===== config.mk =====
export PLATFORM = sky130hd
export DESIGN_NAME = i2cam_top
export DESIGN_NICKNAME = d
export VERILOG_FILES = /design/src/hw/i2cam_pkg.sv /design/src/hw/i2cam_top.sv
export SDC_FILE = /design/constraint.sdc
export NUM_CORES = 1
export LEC_CHECK = 0
export CAP_MARGIN = 5
export CORE_UTILIZATION = 35
export DETAILED_ROUTE_END_ITERATION = 6
export DONT_BUFFER_PORTS = 1
export MAX_ROUTING_LAYER = met4
export SETUP_SLACK_MARGIN = 0.3
export SYNTH_ARGS = -nofsm -noshare
export SYNTH_HDL_FRONTEND = slang
export SYNTH_SLANG_ARGS = --single-unit

===== constraint.sdc =====
create_clock -name core_clk_i -period 2.05 [get_ports core_clk_i]
set_input_delay 0 -clock core_clk_i [delete_from_list [all_inputs] [get_ports core_clk_i]]
set_output_delay 0 -clock core_clk_i [all_outputs]
set_load 0.005 [all_outputs]

===== src/hw/i2cam_pkg.sv =====
// package for the address match and interrupt block
// shared constants: register offsets, field positions, reset values, timing
package i2cam_pkg;
  localparam int unsigned ADDR_W  = 6;
  localparam int unsigned DATA_W  = 16;
  localparam int unsigned OA_W    = 10;
  // register offsets
  localparam logic [5:0] OFF_CTRL      = 6'h00;
  localparam logic [5:0] OFF_STATUS    = 6'h08;
  localparam logic [5:0] OFF_TBCNT     = 6'h0A;
  localparam logic [5:0] OFF_RXBUF     = 6'h0C;
  localparam logic [5:0] OFF_TXBUF     = 6'h0E;
  localparam logic [5:0] OFF_OA0       = 6'h14;
  localparam logic [5:0] OFF_OA1       = 6'h16;
  localparam logic [5:0] OFF_OA2       = 6'h18;
  localparam logic [5:0] OFF_OA3       = 6'h1A;
  localparam logic [5:0] OFF_ADDRX     = 6'h1C;
  localparam logic [5:0] OFF_ADDMASK   = 6'h1E;
  localparam logic [5:0] OFF_IE        = 6'h2A;
  localparam logic [5:0] OFF_IFG       = 6'h2C;
  localparam logic [5:0] OFF_IV        = 6'h2E;
  // control register fields
  localparam int unsigned CTL_SWRST  = 0;
  localparam int unsigned CTL_STT    = 1;
  localparam int unsigned CTL_TXACK  = 5;
  localparam int unsigned CTL_MST    = 11;
  localparam int unsigned CTL_SWACK  = 12;
  localparam int unsigned CTL_ETXINT = 13;
  localparam int unsigned CTL_GIE    = 14;
  localparam int unsigned CTL_AST_LO = 2;
  localparam int unsigned CTL_CLTO_LO = 6;
  localparam int unsigned CTL_MM     = 8;
  // own address enable bit
  localparam int unsigned OA_EN      = 10;
  // flag register bit positions
  localparam int unsigned F_RX0   = 0;
  localparam int unsigned F_TX0   = 1;
  localparam int unsigned F_STT   = 2;
  localparam int unsigned F_STP   = 3;
  localparam int unsigned F_AL    = 4;
  localparam int unsigned F_NACK  = 5;
  localparam int unsigned F_BCNT  = 6;
  localparam int unsigned F_CLTO  = 7;
  localparam int unsigned F_BIT9  = 8;
  localparam int unsigned F_TX1   = 9;
  localparam int unsigned F_RX1   = 10;
  localparam int unsigned F_TX2   = 11;
  localparam int unsigned F_RX2   = 12;
  localparam int unsigned F_TX3   = 13;
  localparam int unsigned F_RX3   = 14;
  localparam int unsigned NFLAGS  = 15;
  // reset values
  localparam logic [15:0] RST_CTRL    = 16'h0001;
  localparam logic [15:0] RST_ADDMASK = 16'h03FF;
  localparam logic [15:0] RST_ZERO    = 16'h0000;
  // auto stop modes
  localparam logic [1:0] AST_BCNT = 2'b01;
  localparam logic [1:0] AST_STOP = 2'b10;
  // clock low timeout, in microseconds per selection step
  localparam int unsigned CLTO_US     = 25;
  localparam int unsigned CLK_MHZ     = 200;
  localparam int unsigned CLTO_CYCLES = CLTO_US * CLK_MHZ;
  typedef enum logic [1:0] {
    I2CAM_IDLE = 2'b00,
    I2CAM_ADDR = 2'b01,
    I2CAM_DATA = 2'b11,
    I2CAM_WAIT = 2'b10
  } i2cam_state_e;
endpackage


===== src/hw/i2cam_top.sv =====
// address match, flags, enables and vector logic of a two-wire bus controller
// assumes a bit engine supplies bus events as one-cycle pulses on core_clk_i;
// bus clock level arrives asynchronously and is synchronised here
//
// The address-and-strobe port and the address map are this design's own decisions.
`timescale 1ns/1ps
module i2cam_top
  import i2cam_pkg::*;
#(
  parameter int unsigned CLTO_BASE = i2cam_pkg::CLTO_CYCLES
)(
  input  wire logic                          core_clk_i,
  input  wire logic                          rst_i,
  input  wire logic [i2cam_pkg::ADDR_W-1:0]  addr_i,
  input  wire logic [i2cam_pkg::DATA_W-1:0]  wdata_i,
  input  wire logic                          wr_i,
  input  wire logic                          rd_i,
  output logic      [i2cam_pkg::DATA_W-1:0]  rdata_o,
  input  wire logic                          bus_scl_i,
  input  wire logic                          ev_start_i,
  input  wire logic                          ev_stop_i,
  input  wire logic                          ev_addr_i,
  input  wire logic [i2cam_pkg::OA_W-1:0]    rx_addr_i,
  input  wire logic                          rx_addr_rw_i,
  input  wire logic                          ev_rx_byte_i,
  input  wire logic [7:0]                    rx_byte_i,
  input  wire logic                          ev_tx_ready_i,
  input  wire logic                          ev_byte_cnt_i,
  input  wire logic                          ev_ninth_i,
  input  wire logic                          ev_nack_i,
  input  wire logic                          ev_arb_lost_i,
  input  wire logic                          busy_i,
  input  wire logic                          low_power_i,
  output logic                               addr_ack_o,
  output logic                               tx_byte_valid_o,
  output logic      [7:0]                    tx_byte_o,
  output logic                               clk_req_o,
  output logic                               irq_o
);
  import i2cam_pkg::*;

  function automatic logic oa_hit(input logic [15:0] oa, input logic [9:0] a,
                                  input logic [9:0] m);
    oa_hit = oa[OA_EN] && (((oa[9:0] ^ a) & m) == 10'h000);
  endfunction

  logic [15:0] ctrl, next_ctrl;
  logic [15:0] tbcnt, next_tbcnt;
  logic [15:0] oa [4];
  logic [15:0] next_oa [4];
  logic [15:0] addmask, next_addmask;
  logic [15:0] ie, next_ie;
  logic [NFLAGS-1:0] ifg, next_ifg;
  logic [9:0]  addrx, next_addrx;
  logic [7:0]  rxbuf, next_rxbuf;
  logic [7:0]  txbuf, next_txbuf;
  logic [1:0]  match_idx, next_match_idx;
  logic [7:0]  bcnt, next_bcnt;
  logic [7:0]  tx0_cnt, next_tx0_cnt;
  logic [15:0] rdata, next_rdata;
  logic        ack, next_ack;
  logic        txv, next_txv;
  logic        creq, next_creq;
  logic        irq, next_irq;
  logic        scl_s1, scl_s2;
  logic [15:0] low_cnt, next_low_cnt;
  logic        clto_done, next_clto_done;
  i2cam_state_e state, next_state;

  logic [15:0] vec;
  logic [3:0]  vsel;
  logic        vhit;
  logic [15:0] pend;
  logic [15:0] clto_lim;

  // vector priority: flag order of codes 02..1E
  localparam int unsigned VORD [15] = '{F_AL, F_NACK, F_STT, F_STP, F_RX3, F_TX3,
    F_RX2, F_TX2, F_RX1, F_TX1, F_RX0, F_TX0, F_BCNT, F_CLTO, F_BIT9};

  always_comb
  begin
    pend = {1'b0, ifg & ie[NFLAGS-1:0]};
    vhit = 1'b0;
    vsel = 4'h0;
    vec  = 16'h0000;
    for (int i = 14; i >= 0; i--)
    begin
      if (pend[VORD[i]])
      begin
        vhit = 1'b1;
        vsel = 4'(VORD[i]);
        vec  = 16'((i + 1) * 2);
      end
    end
    clto_lim = 16'(CLTO_BASE) * {14'h0000, ctrl[CTL_CLTO_LO +: 2]};
  end

  always_comb
  begin
    logic [9:0] m;
    logic       sw_rst;
    logic       slave;
    logic       hit0;
    logic [3:0] hits;
    m = addmask[9:0];
    sw_rst = ctrl[CTL_SWRST];
    slave = !ctrl[CTL_MST];
    hit0 = 1'b0;
    hits = 4'h0;
    next_ctrl = ctrl;
    next_tbcnt = tbcnt;
    next_oa = oa;
    next_addmask = addmask;
    next_ie = ie;
    next_ifg = ifg;
    next_addrx = addrx;
    next_rxbuf = rxbuf;
    next_txbuf = txbuf;
    next_match_idx = match_idx;
    next_bcnt = bcnt;
    next_tx0_cnt = tx0_cnt;
    next_rdata = 16'h0000;
    next_ack = 1'b0;
    next_txv = 1'b0;
    next_state = state;
    next_low_cnt = 16'h0000;
    next_clto_done = clto_done;
    // software side: clears first so hardware sets below win
    if (wr_i)
    begin
      case (addr_i)
        OFF_CTRL:    next_ctrl = wdata_i;
        OFF_TBCNT:   next_tbcnt = wdata_i;
        OFF_TXBUF:
        begin
          next_txbuf = wdata_i[7:0];
          next_txv = 1'b1;
          next_ifg[F_TX0] = 1'b0;
          next_ifg[F_TX1] = 1'b0;
          next_ifg[F_TX2] = 1'b0;
          next_ifg[F_TX3] = 1'b0;
        end
        OFF_OA0:     next_oa[0] = wdata_i;
        OFF_OA1:     next_oa[1] = wdata_i;
        OFF_OA2:     next_oa[2] = wdata_i;
        OFF_OA3:     next_oa[3] = wdata_i;
        OFF_ADDMASK: next_addmask = wdata_i;
        OFF_IE:      next_ie = wdata_i;
        OFF_IFG:
        begin
          next_ifg = wdata_i[NFLAGS-1:0];
          if (ifg[F_AL] && !wdata_i[F_AL])
            next_ifg = next_ifg & ~(NFLAGS'(1) << F_TX0 | NFLAGS'(1) << F_TX1
              | NFLAGS'(1) << F_TX2 | NFLAGS'(1) << F_TX3);
        end
        OFF_IV:      next_ifg = '0;
        default:     next_ifg = next_ifg;
      endcase
    end
    if (rd_i)
    begin
      case (addr_i)
        OFF_CTRL:    next_rdata = ctrl;
        OFF_STATUS:  next_rdata = {7'h00, busy_i, bcnt};
        OFF_TBCNT:   next_rdata = tbcnt;
        OFF_RXBUF:
        begin
          next_rdata = {8'h00, rxbuf};
          next_ifg[F_RX0] = 1'b0;
          next_ifg[F_RX1] = 1'b0;
          next_ifg[F_RX2] = 1'b0;
          next_ifg[F_RX3] = 1'b0;
        end
        OFF_TXBUF:   next_rdata = {8'h00, txbuf};
        OFF_OA0:     next_rdata = oa[0];
        OFF_OA1:     next_rdata = oa[1];
        OFF_OA2:     next_rdata = oa[2];
        OFF_OA3:     next_rdata = oa[3];
        OFF_ADDRX:   next_rdata = {6'h00, addrx};
        OFF_ADDMASK: next_rdata = addmask;
        OFF_IE:      next_rdata = ie;
        OFF_IFG:     next_rdata = {1'b0, ifg};
        OFF_IV:
        begin
          next_rdata = vec;
          if (vhit)
            next_ifg[vsel] = 1'b0;
        end
        default:     next_rdata = 16'h0000;
      endcase
    end
    // address compare
    if (slave || ctrl[CTL_MM])
      hit0 = (m != 10'h3FF) ? oa_hit(oa[0], rx_addr_i, m)
                            : oa_hit(oa[0], rx_addr_i, 10'h3FF);
    hits = {oa_hit(oa[3], rx_addr_i, 10'h3FF), oa_hit(oa[2], rx_addr_i, 10'h3FF),
            oa_hit(oa[1], rx_addr_i, 10'h3FF), hit0};
    case (state)
      I2CAM_IDLE:
        if (ev_start_i)
          next_state = I2CAM_ADDR;
      I2CAM_ADDR:
        if (ev_addr_i && hits != 4'h0)
        begin
          next_addrx = rx_addr_i;
          next_match_idx = hits[3] ? 2'd3 : hits[2] ? 2'd2 : hits[1] ? 2'd1 : 2'd0;
          if (slave)
            next_ifg[F_STT] = 1'b1;
          if (hits[3:1] != 3'h0 || !ctrl[CTL_SWACK])
          begin
            next_ack = 1'b1;
            next_state = I2CAM_DATA;
          end
          else
            next_state = I2CAM_WAIT;
          if (slave && rx_addr_rw_i && !ctrl[CTL_ETXINT])
          begin
            case (next_match_idx)
              2'd3:    next_ifg[F_TX3] = 1'b1;
              2'd2:    next_ifg[F_TX2] = 1'b1;
              2'd1:    next_ifg[F_TX1] = 1'b1;
              default: next_ifg[F_TX0] = 1'b1;
            endcase
          end
        end
        else if (ev_addr_i)
          next_state = I2CAM_IDLE;
      I2CAM_WAIT:
        if (wr_i && addr_i == OFF_CTRL && wdata_i[CTL_TXACK])
        begin
          next_ack = 1'b1;
          next_ctrl[CTL_TXACK] = 1'b0;
          next_state = I2CAM_DATA;
        end
      I2CAM_DATA:
        if (ev_start_i)
          next_state = I2CAM_ADDR;
      default:
        next_state = I2CAM_IDLE;
    endcase
    if (ev_stop_i)
    begin
      next_state = I2CAM_IDLE;
      next_ifg[F_STP] = 1'b1;
    end
    if (ev_start_i)
    begin
      next_bcnt = 8'h00;
      next_tx0_cnt = 8'h00;
      if (slave && ctrl[CTL_ETXINT])
        next_ifg[F_TX0] = 1'b1;
    end
    if (wr_i && addr_i == OFF_CTRL && wdata_i[CTL_STT] && wdata_i[CTL_MST])
      next_ifg[F_TX0] = 1'b1;
    if (ev_tx_ready_i)
    begin
      if (!slave && ctrl[CTL_AST_LO +: 2] == AST_STOP)
      begin
        if (tx0_cnt < tbcnt[7:0])
        begin
          next_ifg[F_TX0] = 1'b1;
          next_tx0_cnt = tx0_cnt + 8'h01;
        end
      end
      else
        case (match_idx)
          2'd3:    next_ifg[F_TX3] = 1'b1;
          2'd2:    next_ifg[F_TX2] = 1'b1;
          2'd1:    next_ifg[F_TX1] = 1'b1;
          default: next_ifg[F_TX0] = 1'b1;
        endcase
    end
    if (ev_rx_byte_i)
    begin
      next_rxbuf = rx_byte_i;
      case (match_idx)
        2'd3:    next_ifg[F_RX3] = 1'b1;
        2'd2:    next_ifg[F_RX2] = 1'b1;
        2'd1:    next_ifg[F_RX1] = 1'b1;
        default: next_ifg[F_RX0] = 1'b1;
      endcase
    end
    if (ev_byte_cnt_i)
    begin
      next_bcnt = bcnt + 8'h01;
      if (tbcnt[7:0] != 8'h00 && bcnt + 8'h01 == tbcnt[7:0]
          && (ctrl[CTL_AST_LO +: 2] == AST_BCNT || ctrl[CTL_AST_LO +: 2] == AST_STOP))
        next_ifg[F_BCNT] = 1'b1;
    end
    if (ev_ninth_i && state == I2CAM_DATA)
      next_ifg[F_BIT9] = 1'b1;
    if (ev_nack_i && !slave)
      next_ifg[F_NACK] = 1'b1;
    if (ev_arb_lost_i)
    begin
      next_ifg[F_AL] = 1'b1;
      next_ctrl[CTL_MST] = 1'b0;
    end
    // clock low timeout, once per low period
    if (!scl_s2 && busy_i && clto_lim != 16'h0000)
    begin
      next_low_cnt = (low_cnt == 16'hFFFF) ? low_cnt : low_cnt + 16'h0001;
      if (low_cnt == clto_lim && !clto_done)
      begin
        next_ifg[F_CLTO] = 1'b1;
        next_clto_done = 1'b1;
      end
    end
    else
      next_clto_done = 1'b0;
    if (sw_rst)
    begin
      next_ie[F_RX0] = 1'b0;
      next_ie[F_TX0] = 1'b0;
      next_ie[F_TX1] = 1'b0;
      next_ie[F_RX1] = 1'b0;
      next_ie[F_TX2] = 1'b0;
      next_ie[F_RX2] = 1'b0;
      next_ie[F_TX3] = 1'b0;
      next_ie[F_RX3] = 1'b0;
      next_ifg[F_RX0] = 1'b0;
      next_ifg[F_RX1] = 1'b0;
      next_ifg[F_RX2] = 1'b0;
      next_ifg[F_RX3] = 1'b0;
      next_state = I2CAM_IDLE;
    end
    next_creq = low_power_i && busy_i && !slave;
    next_irq = ctrl[CTL_GIE] && ((next_ifg & next_ie[NFLAGS-1:0]) != '0);
  end

  always_ff @(posedge core_clk_i)
  begin
    scl_s1 <= bus_scl_i;
    scl_s2 <= scl_s1;
    if (rst_i)
    begin
      ctrl <= RST_CTRL;
      tbcnt <= RST_ZERO;
      oa <= '{RST_ZERO, RST_ZERO, RST_ZERO, RST_ZERO};
      addmask <= RST_ADDMASK;
      ie <= RST_ZERO;
      ifg <= '0;
      addrx <= 10'h000;
      rxbuf <= 8'h00;
      txbuf <= 8'h00;
      match_idx <= 2'd0;
      bcnt <= 8'h00;
      tx0_cnt <= 8'h00;
      rdata <= RST_ZERO;
      ack <= 1'b0;
      txv <= 1'b0;
      creq <= 1'b0;
      irq <= 1'b0;
      low_cnt <= 16'h0000;
      clto_done <= 1'b0;
      state <= I2CAM_IDLE;
    end
    else
    begin
      ctrl <= next_ctrl;
      tbcnt <= next_tbcnt;
      oa <= next_oa;
      addmask <= next_addmask;
      ie <= next_ie;
      ifg <= next_ifg;
      addrx <= next_addrx;
      rxbuf <= next_rxbuf;
      txbuf <= next_txbuf;
      match_idx <= next_match_idx;
      bcnt <= next_bcnt;
      tx0_cnt <= next_tx0_cnt;
      rdata <= next_rdata;
      ack <= next_ack;
      txv <= next_txv;
      creq <= next_creq;
      irq <= next_irq;
      low_cnt <= next_low_cnt;
      clto_done <= next_clto_done;
      state <= next_state;
    end
  end

  assign rdata_o = rdata;
  assign addr_ack_o = ack;
  assign tx_byte_valid_o = txv;
  assign tx_byte_o = txbuf;
  assign clk_req_o = creq;
  assign irq_o = irq;
endmodule


==> results of run 1 <==
## sequential cells by signal, indices dropped and copies added (netlist names), 8 cells and up
name       count
addmask       16
ie            16
low_cnt       16
rxbuf          8
ctrl          16
addrx         10
ifg           15
oa            64
bcnt           8
tx_byte_o      8
tbcnt         16
rdata_o       16
tx0_cnt        8
## kinds of logic (layout without fill, tap and decap cells)
family                     after synthesis  after routing  share of synthesized area
AOI/OAI and AO/OA                      372            372                     0.2126
xor gates and xnor gates                62             62                    0.04664
adders and majority gates               20             20                    0.02128
buffers and inverters                  128            561                    0.04438
DFF                                    228            228                     0.3920
muxes                                   46             46                    0.03954
other                                    0              4                          0
and+or+nand+nor                        592            592                     0.2436
## per-layer routing
| layer | share of wire | track usage |
|---|---|---|
| met5 | 0 | - |
| met4 | 0.053 | 0.1540 |
| met3 | 0.10 | 0.07054 |
| met2 | 0.45 | 0.5072 |
| met1 | 0.39 | 0.4077 |
## timing repair
item / CTS / global route
setup endpoints to repair: 55 / 112
gates cloned: 2 / 1
endpoints found under the hold margin: 214 / 8
pin swaps: 82 / 67
hold buffers: 165 / 1
setup buffers: 23 / 20
resized for setup: 147 / 132
## cell usage in the layout, fill, tap and decap left out, drive strengths merged, types with 5 or more instances in the layout
cell type,n
ha,19
dlygate4sd3,159
clkbuf,42
o211ai,7
a221oi,19
inv,24
a22o,27
nor3,23
nor3b,15
a21oi,144
o21ai,34
nand3,35
a21boi,5
a31oi,26
nand4,16
dfxtp,228
mux2i,46
dlymetal6s4s,5
xnor2,43
nor4,11
nand2b,10
buf,323
a22oi,37
and2,16
or3,8
nor2,113
a211oi,5
a222oi,18
xor2,19
nand2,287
o31ai,5
or3b,5
nor2b,13
a21o,8
and3,7
nand3b,16
## stage by stage
stage / util / power [mW]
6_report: 0.5571 / 10.22
5_1_grt: 0.5568 / 10.46
4_1_cts: 0.5357 / 10.23
3_5_place_dp: 0.4321 / 4.887
3_3_place_gp: 0.4321 / 4.886
2_1_floorplan: - / 4.888
## where the power goes
| part | total (mW) | leakage (nW) | switching, mW | internal, mW |
|---|---|---|---|---|
| clock | 5.14 | 0.466 | 1.99 | 3.16 |
| combinational | 0.609 | 4.92 | 0.325 | 0.284 |
| sequential | 4.47 | 1.87 | 0.0260 | 4.45 |
## cell type report
type,count,share of cell area
Multi-Input combinational cell,1092,0.4128
Sequential cell,228,0.2559
Timing Repair Buffer,488,0.2431
Clock buffer,41,0.04572
Tap cell,442,0.03043
Clock inverter,8,0.006472
Inverter,24,0.005095
Antenna cell,4,0.0005508
## worst max path at each step
stage	startpoint	to	slack, ns	cells past startpoint
3_3_place_gp	ie[11]	irq_o	-0.46	9
5_1_grt	ie[6]	irq_o	-0.52	10
2_1_floorplan	ie[1]	irq_o	-0.20	9
4_1_cts	ifg[6]	irq_o	-0.38	10
3_5_place_dp	ifg[6]	irq_o	-0.49	10
6_report	ie[5]	irq_o	-0.40	9
## worst max-delay path, cell delays in order (launching register included)
cell and delay (ns):
sky130_fd_sc_hd__dfxtp_1 0.32, sky130_fd_sc_hd__buf_4 0.15, sky130_fd_sc_hd__mux2i_1 0.31, sky130_fd_sc_hd__o22ai_1 0.27, sky130_fd_sc_hd__nor4_2 0.32, sky130_fd_sc_hd__buf_4 0.17
sky130_fd_sc_hd__nand3_1 0.14, sky130_fd_sc_hd__nor4_2 0.34, sky130_fd_sc_hd__o2111a_1 0.23, sky130_fd_sc_hd__a41oi_2 0.09
==> run summary, run 1 <==
The run finished, with violations left. The final reports fail on setup timing. The worst register-to-register path begins at ie[5]. Data arrives at the worst endpoint at 2.89 ns.

Standard cell area after detailed placement: 14100 um^2. The clock tree skew after final layout was 0.01494 ns. Compared with the post-synthesis result, the final layout area differs by 56.06%. Setup repair after global routing could not meet its margin everywhere. The net count of the finished layout is 1938.

The initial antenna violation count came out at 0. The tree built by TritonCTS fans out to 228 sinks. The share of the cycle needed by the critical path after routing was 1.195. The top flip-flop cell by instance count after synthesis was sky130_fd_sc_hd__dfxtp_1.

The logs give 32620 um^2 for the area inside the core boundary and 7501 um^2 for the combined area of the multi-input logic cells. For the post-synth net total, the log shows 1524. Port buffering added 0 buffers. After detailed routing, the average wire length per cell comes to 24.07 um. Residual antenna-violating net count after detailed routing: 0.

The run gives 581.0 uV as the worst supply voltage drop on vdd. Setup slack on the worst reg-to-reg path comes out at -0.40 ns. STA puts the critical path data required time at 2.49 ns.

The final critical-path required period is 2.449 ns. The synthesized netlist contains 82 unique library cells. After detailed routing, the total wire length is 56.00 mm.

In this run, synthesis inferred 0 flip-flops with an integrated enable. The worst setup path is captured at a register. Across all layers, the routed design uses 13.37k vias. The final worst slack was -0.3993 ns; the die outline height was 184.4 um. For the sequential share of the synthesized area, the log shows 0.3920. CTS placed an instance of sky130_fd_sc_hd__clkbuf_16 at the clock tree root.

The tightest hold path in the finished design has a slack of 0.008855 ns. The first detailed-routing pass took 7 iterations. The min-delay analysis places its worst path in the category primary input to register. The run gives 28 as the number of clock buffers inserted by TritonCTS. The maximum clock rate was 408.3 MHz. The total routing usage reported by global routing was 0.3286; the area of all sequential standard cells was 4649 um^2.

In this run the deepest clock path goes through 3 buffers. The tools report the pin count of the biggest net entering global routing as 97. The Yosys step of the flow raised 0 warnings.

Ranked by instance count, the synthesized netlist is headed by sky130_fd_sc_hd__nand2_1 (287), sky130_fd_sc_hd__dfxtp_1 (228), sky130_fd_sc_hd__a21oi_1 (144). In this run the static leakage power is 7.249 nW. The number of core rows came out at 66.

The finished layout holds 2327 standard cells, fillers aside. The number of max-slew violations in the final report is 0, and the worst slew margin relative to its limit is 0.5329. The logs give -3.360 ns for the sum of negative setup slack and 1.029 for the last weighted congestion value of the routability-driven placer.

The detail-routed via count per cell was 5.745. Number of failing hold endpoints at the final stage: 0. The proportion of netlist area held by the largest area contributor works out to 0.3920. After detailed routing, the number of remaining DRC violations is 0. For the placed wire-length estimate, the log shows 36.10 mm.

sky130_fd_sc_hd__nand2_1 is the most common cell in the netlist. The type of the setup path with the least slack is register to register. Transition time of the tightest slew-check pin: 0.6983 ns. Fraction of registers with async set/reset: 0. For the worst-skew pair, the clock arrives at the later sink with an insertion delay of 0.56 ns. A synthesized cell averages 8.041 um^2. Once placement completed, the tool counted placed cells totaling 2063.

Minimum setup slack after placement: -0.4884 ns. The floorplan step defined a die boundary enclosing 34000 um^2. After synthesis the cells add up to 11640 um^2. Worst reg-to-reg path cell count: 9. The tools report the kind of start point of the critical path as a register. In the post-synthesis netlist, the biggest area contributors are sky130_fd_sc_hd__dfxtp_1 (39%), sky130_fd_sc_hd__nand2_1 (9.3%), sky130_fd_sc_hd__a21oi_1 (6.2%), sky130_fd_sc_hd__mux2i_1 (4.0%), sky130_fd_sc_hd__nor2_1 (3.6%). The tools report the starting density of the core as 0.3570.

After filler insertion, the fill cell instance count of the layout stands at 2875. The biggest fanout along the worst timing path was 2; the number of primary I/O pins was 85. The path with the worst hold slack has its endpoint at ifg[1]. The largest area contributor in the netlist is sky130_fd_sc_hd__dfxtp_1.

Across the run, the number of max-cap violations was 0. The first global-routing pass estimated 80.47 mm of wire. TritonCTS built the clock tree. The tools report the number of endpoints failing setup at the final stage as 29. After the first detailed-routing iteration, the DRC count stood at 1614.

For the via count of the first global-routing pass, the log shows 12.67k. The depth of the worst hold-timing path came out at 5. The number of register bits inferred by synthesis is 228. In this run the critical register-to-register path is captured at irq_o. The die is 184.4 um wide.

Share of layout cells above drive strength 1: 0.3057. The overflow left after global routing was 0; the gate count of the mapped netlist was 1448. Power spread over the standard cell area amounts to 562.7 nW/um^2. The H-tree level count is 1.

In this run the most critical hold path is launched from ev_tx_ready_i. The clock transition at the registers of the reported paths was 0.06 ns; the finished layout cell area was 18170 um^2.
(Power assumes the default switching activity.)
==> inputs of run 2 (changes only) <==
--- a/config.mk
+++ b/config.mk
@@ -6,10 +6,13 @@
 export NUM_CORES = 1
 export LEC_CHECK = 0
 export CAP_MARGIN = 5
+export CELL_PAD_IN_SITES_DETAIL_PLACEMENT = 0
+export CELL_PAD_IN_SITES_GLOBAL_PLACEMENT = 2
 export CORE_UTILIZATION = 35
 export DETAILED_ROUTE_END_ITERATION = 6
 export DONT_BUFFER_PORTS = 1
 export MAX_ROUTING_LAYER = met4
+export PLACE_DENSITY_LB_ADDON = 0.2
 export SETUP_SLACK_MARGIN = 0.3
 export SYNTH_ARGS = -nofsm -noshare
 export SYNTH_HDL_FRONTEND = slang
==> run 2 against run 1 <==
Against the previous run:
- the run still ends with setup timing left
- via count decreased by 3.3%
- clock skew increased by 0.016 ns
- global-route usage increased by 1.3 points
- combinational power increased by 2%
- die area unchanged
- routed wire length increased by 0.76%
- sequential share of layout area increased by 0.32 points
- sequential cell count unchanged
- worst setup slack got worse by 0.023 ns
- register-to-register slack got worse by 0.02 ns
- utilization decreased by 0.85 points
- largest power group unchanged
- highest routed layer unchanged
==> run summary, run 2 (synthesis gave the netlist of run 1 again) <==
Cell area power density: 573.4 nW/um^2. The net switching fraction of the power works out to 0.2411. Type of the setup path with the least slack: register to register. The first global-routing pass estimated 82.38 mm of wire. After filler insertion, the fill cell instance count of the layout stands at 3105.

The area growth from synthesis to layout is 53.69%. The logs give 4636 um^2 for the area of all sequential standard cells and 2.92 ns for the critical path data arrival time. For the worst setup path, the data required time is 2.49 ns. In this run, the number of DRC markers left after iteration 0 of detailed routing was 1242.

The internal power contribution is 7.787 mW, and the residual antenna-violating net count after detailed routing is 0. Measured along the x axis, the die boundary spans 184.4 um. The area inside the core boundary was 32620 um^2; the detail-routed via count per cell was 5.587.

Summed over all nets, the half-perimeter wirelength after detailed placement is 37.80 mm. Summing all multi-input logic gate instances after layout gives 7377 um^2. The run gives 17890 um^2 as the finished layout cell area. Proportion of power drawn by combinational gates: 0.061.

The worst path needs 2.473 ns of the cycle, external delays included. The average wire per standard cell works out to 24.40 um. Summed over all nets, the switching power comes to 2.474 mW.

VDD sags by at most 700.8 uV. The number of flip-flops under the largest register name was 64; the buffer levels on the longest clock path was 3. Initial antenna violation count: 2. The logs give 66 for the number of core rows and 6 for the total iterations of the first detailed-routing run.

Timing analysis after detailed placement gives a worst setup slack of -0.5556 ns. The number of max-slew violations in the final report is 0. TritonCTS built the clock tree. Cell chosen for the clock root: sky130_fd_sc_hd__clkbuf_16. The run gives 85 as the number of primary I/O pins.

After detailed routing, the total wire length is 56.43 mm. The number of failing hold endpoints at the final stage is 0. Final worst hold slack: 0.01074 ns. The total overflow left after global routing is 0. Setup repair after global routing could not meet its margin everywhere. Relative contribution of the clock network to total power: 0.503. The total routing usage reported by global routing is 0.3412. The logs give -0.4226 ns for the final worst slack and 0.436 for the part of the total power dissipated in sequential elements.

Setup violations remaining at the end of the flow were counted as 16. The starting density of the core is 0.3570, and the share of layout cells above drive strength 1 is 0.2961. The most common library cell in the layout ignoring fill and taps was sky130_fd_sc_hd__nand2_1.

Detailed routing inserted a total of 12.92k vias. The die is 184.4 um tall. For the final standard cell utilization of the core, the log shows 0.5486.

The tools report the kind of start point of the critical path as a register. Standard cell area after detailed placement: 14170 um^2. The top cell types in the final layout, fill and taps aside, are sky130_fd_sc_hd__nand2_1 (280), sky130_fd_sc_hd__buf_4 (269), sky130_fd_sc_hd__dfxtp_1 (185).

The biggest fanout along the worst timing path works out to 4. For the number of nets in the layout, the log shows 1925. Share of the cycle needed by the critical path after routing: 1.206. The number of max-capacitance violations reported was 0; the leakage power of the design was 7.146 nW. In this run the worst hold path is classified as primary input to register. The flow ran to the end, but the final reports show violations. More flip-flops sit in one register than any other, and that register is oa. The die area was 34000 um^2; the number of clock buffers inserted by TritonCTS was 29. Clock sink count: 228.

The clock transition at the registers of the reported paths is 0.06 ns, and the H-tree level count is 1. The final reports fail on setup timing. The last weighted congestion value of the routability-driven placer was 0.9701; the number of design rule violations left after detail routing was 0. Pin count of the biggest net entering global routing: 94.

0 antenna diodes ended up in the layout. Based on the critical path, the design can be clocked at up to 404.4 MHz. For the worst slew margin relative to its limit, the log shows 0.4964.

The tools report the clock tree skew after final layout as 0.03088 ns. The run gives 12.46k as the via count of the first global-routing pass. The later pin in the worst-skew pair is clocked with a latency of 0.59 ns. For the pin with the worst max-slew slack, the measured transition is 0.7530 ns.

Count of input and output buffers: 0. Endpoint type of the worst setup path: a register.
==> run 2: changes by cell type in the layout (fill, tap and decap cells not counted), sizes merged <==
| cell | previous run | this run |
|---|---|---|
| clkbuf | 42 | 46 |
| buf | 323 | 309 |
| bufinv | 3 | 1 |
| inv | 24 | 27 |
| diode | 4 | 0 |
| clkinv | 4 | 3 |
==> run 2: what timing repair did <==
item | CTS | global route
endpoints found under the setup margin | 53 | 110
hold buffers | 165 | 0
endpoints found under the hold margin | 225 | 0
setup buffers | 16 | 10
gates cloned | 2 | 0
resized for setup | 128 | 112
pin swaps | 59 | 58
==> run 2: layer usage <==
| layer | global-route usage | wire length [um] |
|---|---|---|
| met5 | - | 0 |
| met4 | 0.1083 | 1967 |
| met3 | 0.05513 | 4363 |
| met2 | 0.5295 | 25240 |
| met1 | 0.4509 | 24860 |
==> run 2: worst paths after layout <==
check        slack (ns)  cells after the start         end      start
max               -0.42                      9       irq_o    ifg[11]
min                0.01                      6  rdata_o[9]  addr_i[4]
max reg2reg       -0.42                      9       irq_o    ifg[11]
min reg2reg        0.33                      0      scl_s2     scl_s1
==> run 2: layout make-up <==
cell class,count,area share
Timing Repair Buffer,474,0.2391
Sequential cell,228,0.2591
Clock inverter,8,0.004405
Inverter,24,0.005314
Clock buffer,45,0.04894
Multi-Input combinational cell,1092,0.4122
Tap cell,442,0.03090
==> run 2: power by group through the flow <==
stage / clock, mW / sequential, mW / combinational, mW
after floorplan: 0 / 4.58 / 0.312
after global placement: 0 / 4.58 / 0.318
after detailed placement: 0 / 4.58 / 0.317
after CTS: 5.23 / 4.48 / 0.588
after global routing: 5.42 / 4.48 / 0.650
final: 5.16 / 4.48 / 0.624
==> run 2: worst max-delay path: stages, from the launching register on <==
cell                       delay, ns
sky130_fd_sc_hd__dfxtp_2        0.34
sky130_fd_sc_hd__a22oi_2        0.31
sky130_fd_sc_hd__o211ai_1       0.15
sky130_fd_sc_hd__or2_4          0.27
sky130_fd_sc_hd__o21a_1         0.21
sky130_fd_sc_hd__o21a_2         0.24
sky130_fd_sc_hd__o31a_1         0.28
sky130_fd_sc_hd__a211oi_2       0.20
sky130_fd_sc_hd__o2111a_1       0.22
sky130_fd_sc_hd__a41oi_2        0.12
==> run 2: metrics by stage <==
stage | power, mW | instances | setup TNS [ns]
2_1_floorplan | 4.888 | 1448 | -0.1965
3_3_place_gp | 4.897 | 2067 | -4.192
3_5_place_dp | 4.897 | 2067 | -3.947
4_1_cts | 10.30 | 2303 | -1.037
5_1_grt | 10.55 | 2313 | -2.585
6_report | 10.26 | 2313 | -1.104
